<file path="config.mk">
export PLATFORM = sky130hd
export DESIGN_NAME = thermal_alarm_output_control
export DESIGN_NICKNAME = d
export VERILOG_FILES = /design/src/verilog/thermal_alarm_output_control.v /design/src/verilog/alarm_window_timer.v
export VERILOG_INCLUDE_DIRS = /design/src /design/src/verilog
export SDC_FILE = /design/constraint.sdc
export NUM_CORES = 2
export LEC_CHECK = 0
export BUFFER_PORTS_ARGS = -buffer_cell sky130_fd_sc_hd__buf_4
export CAP_MARGIN = 20
export CORE_AREA = 2 2 400 402
export DETAILED_ROUTE_END_ITERATION = 10
export DIE_AREA = 0 0 402 404
export GPL_TIMING_DRIVEN = 0
export PLACE_DENSITY_LB_ADDON = 0.12
export SYNTH_ARGS = -nofsm -noshare
export SYNTH_HDL_FRONTEND = slang
export SYNTH_SLANG_ARGS = --single-unit
export TNS_END_PERCENT = 20
</file>
<file path="constraint.sdc">
create_clock -name clock -period 120.2 [get_ports clock]
set_clock_uncertainty 0.1 [all_clocks]
set_input_delay 12.02 -clock clock [delete_from_list [all_inputs] [get_ports clock]]
set_output_delay 12.02 -clock clock [all_outputs]
set_load 0.02 [all_outputs]
</file>
<file path="src/verilog/thermal_alarm_regs.vh">
`ifndef THERMAL_ALARM_REGS_VH
`define THERMAL_ALARM_REGS_VH
// register word indexes (printed offsets are indexes; address = 4 * index)
`define IDX_DYN_CTRL2        8'h0c
`define IDX_BOOST_WIN        8'h0d
`define IDX_ALARM1_SRC       8'h0e
`define IDX_ALARM2_SRC       8'h0f
`define IDX_LOCK             8'h20
`define IDX_SW_RESET         8'h21
`define IDX_IRQ_STATUS       8'h22
`define IDX_IRQ_MASK         8'h23
`define IDX_ALARM1_ACCUM     8'h24
`define IDX_ALARM2_ACCUM     8'h25
// reset values
`define RST_DYN_CTRL2        8'h40
`define RST_BOOST_WIN        8'h00
`define RST_ALARM_SRC        8'h00
// field positions
`define DYN_R2_INT_LSB       3
`define DYN_LOOP_SEL_BIT     6
`define BW_BOOST1_BIT        0
`define BW_BOOST2_BIT        1
`define BW_WIN1_LSB          2
`define BW_WIN2_LSB          5
`define SRC_TIMER_EN_BIT     0
`define SRC_CHAN_LSB         1
`define SRC_WRITE_MASK       8'h1f
// interrupt status bits
`define IRQ_ALARM1_BIT       0
`define IRQ_ALARM2_BIT       1
`define IRQ_ADJ_BIT          2
// timing: one monitoring cycle is 125 ms; windows double from a 0.25 s base
`define CLOCK_HZ             10000000
`define MON_CYCLE_MS         125
`define WIN_BASE_MS          250
`define MON_CYCLE_CLKS       (`CLOCK_HZ / 1000 * `MON_CYCLE_MS)
`define WIN_BASE_CLKS        (`CLOCK_HZ / 1000 * `WIN_BASE_MS)
`define DEC_BASE_CYCLES      12'h008
`define INC_BASE_CYCLES      12'h010
`define WIN_MAX_CODE         3'h5
`endif

</file>
<file path="src/verilog/thermal_alarm_output_control.v">
// Summary of operation
// - bits [5:3] of dynamic control set Remote 2 adjustment interval.
// - interval doubles per code: 8/16 cycles at 000, up to 2048.
// - dynamic control resets to 0x40, lock-protected, soft reset restores.
// - boost bit 0 clear lets first alarm force fans to maximum; bit 0 set blocks it.
// - bits [4:2] pick first alarm window, 0.25 s doubling, 8 s cap.
// - bits [7:5] pick second alarm window, same encoding.
// - first source bit 0 enables first alarm timer, default off.
// - first alarm pin low when any enabled channel exceeds its limit.
// - second source bit 0 enables second alarm timer, default off.
// - second alarm pin low when any enabled channel exceeds limit.
// - source register bits [7:5] reserved, read as zero.
//
// Local design decision: the APB slave port.
`timescale 1ns/1ps
`default_nettype none
`include "thermal_alarm_regs.vh"
module thermal_alarm_output_control #(
  parameter MON_CYCLE = `MON_CYCLE_CLKS,
  parameter WIN_BASE  = `WIN_BASE_CLKS
) (
  input  wire        clock,              // 10 MHz clock
  input  wire        resetn,             // async reset, active low
  input  wire        psel,               // apb select
  input  wire        penable,            // apb enable
  input  wire        pwrite,             // apb direction
  input  wire [11:0] paddr,              // apb byte address
  input  wire [31:0] pwdata,             // apb write data
  input  wire [3:0]  pstrb,              // apb byte strobes
  output reg         pready,             // apb ready
  output reg  [31:0] prdata,             // apb read data
  output reg         pslverr,            // apb error
  input  wire [3:0]  first_limit_over,   // local, r1..r3 over first limit
  input  wire [3:0]  second_limit_over,  // local, r1..r3 over second limit
  output reg         first_overtemp_alarm_n,  // first alarm pin, active low
  output reg         second_overtemp_alarm_n, // second alarm pin, active low
  output reg         fan_boost_reg,      // drive all fans to maximum pwm
  output reg         remote2_decrease_pulse_reg, // decrease step allowed
  output reg         remote2_increase_pulse_reg, // increase step allowed
  output reg         loop_select_reg,    // control loop select bit
  output reg         irq                 // level interrupt
);
  reg  [7:0]  dyn_ctrl2_reg;
  reg  [7:0]  boost_win_reg;
  reg  [7:0]  alarm1_src_reg;
  reg  [7:0]  alarm2_src_reg;
  reg         lock_reg;
  reg  [2:0]  irq_status_reg;
  reg  [2:0]  irq_mask_reg;
  reg  [3:0]  over1_meta_reg;
  reg  [3:0]  over1_sync_reg;
  reg  [3:0]  over2_meta_reg;
  reg  [3:0]  over2_sync_reg;
  reg         soft_reset_reg;
  reg  [31:0] mon_tick_reg;
  reg  [11:0] mon_count_reg;
  reg         alarm1_prev_reg;
  reg         alarm2_prev_reg;
  wire [7:0]  accum1;
  wire [7:0]  accum2;
  wire        done1;
  wire        done2;
  wire        alarm1_on;
  wire        alarm2_on;
  wire        mon_step;
  wire        setup;
  wire        access;
  wire        wr;
  wire        rd;
  wire [9:0]  word;
  wire [2:0]  remote2_adjust_interval;
  wire [11:0] dec_limit;
  wire [11:0] inc_limit;
  reg  [31:0] rd_next;
  reg         err_next;
  // decodes a word index against a register index
  function hit;
    input [9:0] w;
    input [7:0] idx;
    begin
      hit = (w == {2'b00, idx});
    end
  endfunction
  assign setup  = psel && !penable;
  assign access = psel && penable && pready;
  assign wr     = access && pwrite && pstrb[0];
  assign rd     = access && !pwrite;
  assign word   = paddr[11:2];
  // two-flop synchronisers for comparator levels from the analog side
  always @(posedge clock or negedge resetn) begin
    if (!resetn) begin
      over1_meta_reg <= 4'h0;
      over1_sync_reg <= 4'h0;
      over2_meta_reg <= 4'h0;
      over2_sync_reg <= 4'h0;
    end else begin
      over1_meta_reg <= first_limit_over;
      over1_sync_reg <= over1_meta_reg;
      over2_meta_reg <= second_limit_over;
      over2_sync_reg <= over2_meta_reg;
    end
  end
  // any enabled channel over its own limit asserts the alarm
  assign alarm1_on = |(over1_sync_reg & alarm1_src_reg[4:1]);
  assign alarm2_on = |(over2_sync_reg & alarm2_src_reg[4:1]);
  // pins, boost and loop select all come from flops
  always @(posedge clock or negedge resetn) begin
    if (!resetn) begin
      first_overtemp_alarm_n  <= 1'b1;
      second_overtemp_alarm_n <= 1'b1;
      fan_boost_reg           <= 1'b0;
      loop_select_reg         <= 1'b1;
      alarm1_prev_reg         <= 1'b0;
      alarm2_prev_reg         <= 1'b0;
    end else begin
      first_overtemp_alarm_n  <= !alarm1_on;
      second_overtemp_alarm_n <= !alarm2_on;
      fan_boost_reg <= (alarm1_on && !boost_win_reg[`BW_BOOST1_BIT]) ||
                       (alarm2_on && !boost_win_reg[`BW_BOOST2_BIT]);
      loop_select_reg <= dyn_ctrl2_reg[`DYN_LOOP_SEL_BIT];
      alarm1_prev_reg <= alarm1_on;
      alarm2_prev_reg <= alarm2_on;
    end
  end
  // per-alarm window timers
  alarm_window_timer #(.WIN_BASE(WIN_BASE)) timer_one (
    .clock       (clock),
    .resetn      (resetn),
    .soft_clear  (soft_reset_reg),
    .enable      (alarm1_src_reg[`SRC_TIMER_EN_BIT]),
    .window_code (boost_win_reg[`BW_WIN1_LSB +: 3]),
    .asserted    (alarm1_on),
    .accum_reg   (accum1),
    .done_reg    (done1)
  );
  alarm_window_timer #(.WIN_BASE(WIN_BASE)) timer_two (
    .clock       (clock),
    .resetn      (resetn),
    .soft_clear  (soft_reset_reg),
    .enable      (alarm2_src_reg[`SRC_TIMER_EN_BIT]),
    .window_code (boost_win_reg[`BW_WIN2_LSB +: 3]),
    .asserted    (alarm2_on),
    .accum_reg   (accum2),
    .done_reg    (done2)
  );
  // remote 2 adjustment interval counted in monitoring cycles
  assign remote2_adjust_interval = dyn_ctrl2_reg[`DYN_R2_INT_LSB +: 3];
  assign dec_limit = `DEC_BASE_CYCLES << remote2_adjust_interval;
  assign inc_limit = `INC_BASE_CYCLES << remote2_adjust_interval;
  assign mon_step  = (mon_tick_reg >= MON_CYCLE - 1);
  always @(posedge clock or negedge resetn) begin
    if (!resetn) begin
      mon_tick_reg               <= 32'h0;
      mon_count_reg              <= 12'h000;
      remote2_decrease_pulse_reg <= 1'b0;
      remote2_increase_pulse_reg <= 1'b0;
    end else if (soft_reset_reg) begin
      mon_tick_reg               <= 32'h0;
      mon_count_reg              <= 12'h000;
      remote2_decrease_pulse_reg <= 1'b0;
      remote2_increase_pulse_reg <= 1'b0;
    end else begin
      mon_tick_reg <= mon_step ? 32'h0 : mon_tick_reg + 32'h1;
      remote2_decrease_pulse_reg <= 1'b0;
      remote2_increase_pulse_reg <= 1'b0;
      if (mon_step) begin
        if (mon_count_reg + 12'h001 >= inc_limit) begin
          mon_count_reg              <= 12'h000;
          remote2_increase_pulse_reg <= 1'b1;
          remote2_decrease_pulse_reg <= 1'b1;
        end else begin
          mon_count_reg <= mon_count_reg + 12'h001;
          if (mon_count_reg + 12'h001 == dec_limit)
            remote2_decrease_pulse_reg <= 1'b1;
        end
      end
    end
  end
  // register writes, lock and software reset
  always @(posedge clock or negedge resetn) begin
    if (!resetn) begin
      dyn_ctrl2_reg  <= `RST_DYN_CTRL2;
      boost_win_reg  <= `RST_BOOST_WIN;
      alarm1_src_reg <= `RST_ALARM_SRC;
      alarm2_src_reg <= `RST_ALARM_SRC;
      lock_reg       <= 1'b0;
      irq_mask_reg   <= 3'h0;
      soft_reset_reg <= 1'b0;
    end else begin
      soft_reset_reg <= wr && hit(word, `IDX_SW_RESET) && pwdata[0];
      if (soft_reset_reg) begin
        dyn_ctrl2_reg  <= `RST_DYN_CTRL2;
        boost_win_reg  <= `RST_BOOST_WIN;
        alarm1_src_reg <= `RST_ALARM_SRC;
        alarm2_src_reg <= `RST_ALARM_SRC;
      end else if (wr) begin
        if (hit(word, `IDX_DYN_CTRL2)) begin
          if (!lock_reg) dyn_ctrl2_reg <= pwdata[7:0];
        end else if (hit(word, `IDX_BOOST_WIN)) begin
          if (!lock_reg) boost_win_reg <= pwdata[7:0];
        end else if (hit(word, `IDX_ALARM1_SRC)) begin
          if (!lock_reg)
            alarm1_src_reg <= pwdata[7:0] & `SRC_WRITE_MASK;
        end else if (hit(word, `IDX_ALARM2_SRC)) begin
          if (!lock_reg)
            alarm2_src_reg <= pwdata[7:0] & `SRC_WRITE_MASK;
        end else if (hit(word, `IDX_LOCK)) begin
          if (pwdata[0]) lock_reg <= 1'b1;
        end else if (hit(word, `IDX_IRQ_MASK)) begin
          irq_mask_reg <= pwdata[2:0];
        end
      end
    end
  end
  // sticky events; a new event beats the read-clear
  always @(posedge clock or negedge resetn) begin
    if (!resetn) begin
      irq_status_reg <= 3'h0;
      irq            <= 1'b0;
    end else begin
      irq_status_reg <= (rd && hit(word, `IDX_IRQ_STATUS)
                         ? 3'h0 : irq_status_reg) |
                        {remote2_increase_pulse_reg,
                         alarm2_on && !alarm2_prev_reg,
                         alarm1_on && !alarm1_prev_reg};
      irq <= |(irq_status_reg & irq_mask_reg);
    end
  end
  // read mux and error for unmapped words
  always @* begin
    rd_next  = 32'h0;
    err_next = 1'b0;
    if (hit(word, `IDX_DYN_CTRL2))
      rd_next = {24'h0, dyn_ctrl2_reg};
    else if (hit(word, `IDX_BOOST_WIN))
      rd_next = {24'h0, boost_win_reg};
    else if (hit(word, `IDX_ALARM1_SRC))
      rd_next = {24'h0, alarm1_src_reg};
    else if (hit(word, `IDX_ALARM2_SRC))
      rd_next = {24'h0, alarm2_src_reg};
    else if (hit(word, `IDX_LOCK))
      rd_next = {31'h0, lock_reg};
    else if (hit(word, `IDX_SW_RESET))
      rd_next = 32'h0;
    else if (hit(word, `IDX_IRQ_STATUS))
      rd_next = {29'h0, irq_status_reg};
    else if (hit(word, `IDX_IRQ_MASK))
      rd_next = {29'h0, irq_mask_reg};
    else if (hit(word, `IDX_ALARM1_ACCUM))
      rd_next = {24'h0, accum1};
    else if (hit(word, `IDX_ALARM2_ACCUM))
      rd_next = {24'h0, accum2};
    else
      err_next = 1'b1;
  end
  // apb slave: no wait states, answer in the cycle after setup
  always @(posedge clock or negedge resetn) begin
    if (!resetn) begin
      pready  <= 1'b0;
      prdata  <= 32'h0;
      pslverr <= 1'b0;
    end else begin
      pready  <= setup;
      pslverr <= setup && err_next;
      prdata  <= (setup && !pwrite) ? rd_next : 32'h0;
    end
  end
  // done pulses are unused beyond the accumulators
  wire unused_done;
  assign unused_done = done1 | done2;
endmodule // thermal_alarm_output_control
`default_nettype wire

</file>
<file path="src/verilog/alarm_window_timer.v">
`timescale 1ns/1ps
`default_nettype none
`include "thermal_alarm_regs.vh"
// measures asserted time of one alarm within a repeating window
module alarm_window_timer #(
  parameter WIN_BASE = `WIN_BASE_CLKS
) (
  input  wire        clock,        // system clock
  input  wire        resetn,       // async reset, active low
  input  wire        soft_clear,   // software reset pulse
  input  wire        enable,       // timer enable
  input  wire [2:0]  window_code,  // window select
  input  wire        asserted,     // alarm currently active
  output reg  [7:0]  accum_reg,    // last window's active time, 1/256 units
  output reg         done_reg      // one-cycle pulse at each window end
);
  reg  [31:0] tick_reg;
  reg  [31:0] active_reg;
  reg  [31:0] win_len;
  wire [2:0]  eff_code;
  wire [31:0] act_sum;
  wire [39:0] frac;
  // widened so the scaled count cannot overflow at long windows
  assign act_sum = active_reg + {31'h0, asserted};
  assign frac    = {act_sum, 8'h00} / {8'h00, win_len};
  // codes above 101 saturate at 8 s
  assign eff_code = (window_code > `WIN_MAX_CODE) ? `WIN_MAX_CODE
                                                  : window_code;
  always @* begin
    win_len = WIN_BASE << eff_code;
  end
  // window counter restarts measurement at each window start
  always @(posedge clock or negedge resetn) begin
    if (!resetn) begin
      tick_reg   <= 32'h0;
      active_reg <= 32'h0;
      accum_reg  <= 8'h00;
      done_reg   <= 1'b0;
    end else if (soft_clear || !enable) begin
      tick_reg   <= 32'h0;
      active_reg <= 32'h0;
      done_reg   <= 1'b0;
      if (soft_clear) accum_reg <= 8'h00;
    end else if (tick_reg >= win_len - 32'h1) begin
      tick_reg   <= 32'h0;
      active_reg <= 32'h0;
      done_reg   <= 1'b1;
      accum_reg  <= (act_sum >= win_len) ? 8'hff : frac[7:0];
    end else begin
      tick_reg   <= tick_reg + 32'h1;
      active_reg <= active_reg + {31'h0, asserted};
      done_reg   <= 1'b0;
    end
  end
endmodule // alarm_window_timer
`default_nettype wire

</file>
==> summary.md <==
| Metric | Value |
|---|---|
| Clk sinks | `between 200 and 300` |
| H-Tree Depth | `2` |
| Biggest cell delay along the critical path | `1.09 ns` |
| RSZ-0062 raised after global routing | `no` |
| Post-cts gate resize count | `0` |
| P&R area growth vs syn | `8.59%` |
| Postcts setup bufs | `0` |
| Root Buffer | `clkbuf_16` |
| Ys flop type | `dfrtp_1` |
| Synthesized instance count | `approximately 8300` |
| Die boundary width | `between 400 and 500 um` |
| DP HPWL | `roughly 170000 um` |
| Final setup fails | `0` |
| GRT Overall Usage | `24.9%` |
| Period utilization | `between 70% and 80%` |
| Peak VDD IR | `roughly 0.0073 mV` |
| Clk buf depth | `3` |
| Clock latency on the worst-skew pair | `0.57 ns` |
| Core box area | `around 160000 um2` |
| Critical path's slowest cell | `o41ai_1` |
| Reg area | `between 6000 and 7000 um2` |
| Hold Crit Class | `register to register` |
| CTS tree | `built` |
| WL per Instance | `19.8 um` |
| DRC Markers | `0` |
| Max-slew headroom | `17.8%` |
| CTS clk-pin slew, worst paths | `roughly 0.060 ns` |
| Hold depth | `0` |
| TritonCTS buffer count | `34` |
| RePlAce Congestion | `about 0.89` |
| Setup CP Type | `register to register` |
| Cell Rows | `146` |
| Ys async rst share | `100%` |
| Distinct cell type count after synthesis | `between 100 and 150` |
| Critical Path Stages | `330` |
| Synth warn | `0` |
| Worst Setup End Kind | `register` |
| Leakage | `around 33 nW` |
| CTS hold repair buffers | `0` |
| Initial drt markers | `~3700` |
| Share of cells above drive strength 1 | `under 10%` |
| Final net count | `between 9000 and 10000` |
| Initial antenna violation count | `6` |
| Worst setup margin | `28.78 ns` |
| Pin count of the biggest net entering global routing | `108` |
| Worst path arrival time | `91.74 ns` |
| Most frequent CP cell | `o21a_1` |
| Power Density | `between 3 and 4 nW/um2` |
| Syn_area_per_cell | `~7.6 um2` |
| First-pass GRT wire length | `~330000 um` |
| Vias | `62222` |
| CP bufs+invs | `50` |
| IO Pins | `around 100` |
| Post-Syn Area | `63000 um2` |
| Pre-CTS setup slack | `about 29 ns` |
| Least-Margin Pin Slew | `approximately 1.2 ns` |
| Synthesized flop and latch total | `about 260` |
| Cell count of the worst reg-to-reg path | `330` |
| MaxCap Viol Count | `0` |
| Detail Route Antenna Nets | `0` |
| CP top delay family | `compound AO/OA/AOI/OAI gates` |
| DIE AREA | `around 160000 um2` |
| Slew Viols, Final | `0` |
| Critical Path Source Type | `register` |
| Worst endpoint required time | `approximately 120 ns` |
| IO buf count | `between 40 and 50` |
| Initial core utilization | `approximately 40%` |
| Crit-path max FO | `23` |
| Post-layout minimum cycle time | `91.42 ns` |
| Sum of negative setup slack | `0 ns` |
| GR Overflow Total | `0` |
| Final Hold Vio Count | `0` |
| F_max | `around 11 MHz` |
| DR pass1 iterations | `6` |
| Outcome | `finished clean` |
| Post-synthesis sequential area ratio | `a little over 10%` |
| Number of global-route vias before repair | `a little under 60000` |
| Final WL | `210000 um` |
| Multi-input logic area | `roughly 55000 um2` |
| Filler cell count | `between 15000 and 20000` |
| Via density | `around 6` |
| Post-synth EDFFs | `0` |
| DIE HEIGHT | `between 400 and 500 um` |
-- Yosys cell counts, types with 21 or more instances --
| master | number | area [um2] |
|---|---|---|
| nor3_1 | 282 | 1410 |
| o31ai_1 | 136 | 1020 |
| clkbuf_1 | 184 | 691 |
| a21oi_1 | 663 | 3320 |
| a21o_1 | 327 | 2450 |
| or3_1 | 59 | 369 |
| and2_1 | 107 | 669 |
| nand4_1 | 131 | 820 |
| nand2_1 | 673 | 2530 |
| buf_1 | 35 | 131 |
| nor2b_1 | 178 | 1110 |
| and4_1 | 35 | 307 |
| nor4_1 | 42 | 263 |
| a221oi_1 | 23 | 201 |
| xnor2_1 | 424 | 3710 |
| o21bai_1 | 56 | 420 |
| nand2b_1 | 108 | 676 |
| nor2_1 | 822 | 3090 |
| a211oi_1 | 53 | 398 |
| mux2_2 | 293 | 3300 |
| a211o_1 | 24 | 210 |
| buf_4 | 31 | 233 |
| and3_1 | 86 | 538 |
| xor2_1 | 302 | 2650 |
| a21boi_0 | 41 | 308 |
| o21ai_0 | 416 | 2080 |
| dfrtp_1 | 253 | 6330 |
| nand3_1 | 209 | 1050 |
| mux2i_1 | 65 | 651 |
| inv_1 | 243 | 912 |
| o22ai_1 | 21 | 131 |
| or2_2 | 68 | 425 |
| ha_1 | 1034 | 12900 |
| o21a_1 | 289 | 2170 |
| a31oi_1 | 84 | 526 |
| o211ai_1 | 66 | 495 |
-- per-stage QoR --
step                total power [W]  std cells  area [um2]  hold WS [ns]  utilization (%)
finish                     0.000213      10603       68400         0.231             43.3
global route               0.000220      10601       68400         0.227             43.3
CTS                        0.000215      10600       68400         0.224             43.3
detailed placement         0.000103      10538       67200         0.241             42.6
global placement           0.000102      10495       66100         0.238             41.9
floorplan                 0.0000975       8377       63100         0.231                -
-- report_power, final --
group          internal (W)  switching, W  total [W]
Clock             0.0000675     0.0000443   0.000112
Combinational    0.00000448    0.00000725  0.0000118
Sequential        0.0000882    0.00000123  0.0000894
-- layout by cell type (no fill, tap or decap), types with 131 or more instances in the layout --
cell         n
inv_1      241
a21oi_1    661
nand2_1    659
mux2_2     293
nand4_1    131
o21ai_0    413
nor3_1     282
nor2_1     822
a21o_1     327
nand3_1    208
ha_1      1034
xor2_1     302
o31ai_1    136
dfrtp_1    253
xnor2_1    422
o21a_1     289
nor2b_1    177
clkbuf_1   186
-- kinds of logic after synthesis --
group	Yosys count	share of synthesized area [%]
simple gates	2906	22.5
fa+ha+maj	1038	20.6
xor+xnor	728	10.1
other cells	2	0.0119
flops	257	10.2
mux	383	6.80
buf+inv	516	3.32
compound gates	2509	26.3
-- final cells by class --
type | instances | share of cell area [%]
Multi-Input combinational cell | 7604 | 80.0
Clock buffer | 41 | 1.31
Sequential cell | 257 | 9.41
Timing Repair Buffer | 90 | 1.92
Inverter | 245 | 1.34
Antenna cell | 2 | 0.00732
Tap cell | 2072 | 3.79
Clock inverter | 21 | 0.470
Buffer | 271 | 1.72
-- final timing paths --
kind,start,end,slack (ns)
min reg2reg,over2_meta_reg[2],over2_sync_reg[2],0.23
max reg2reg,boost_win_reg[4],timer_one.accum_reg[0],28.78
max in group asynchronous,resetn,timer_one.active_reg[20],107.61
min in group asynchronous,resetn,timer_one.accum_reg[0],11.36
min,over2_meta_reg[2],over2_sync_reg[2],0.23
max,boost_win_reg[4],timer_one.accum_reg[0],28.78
-- metal layers --
layer / GRT usage, % / part of all wire (%)
met4: 7.51 / 3.0
met3: 1.35 / 3.0
met1: 31.1 / 44
met2: 45.8 / 50
met5: 0 / 0
Power figures use the tool's default switching activity.
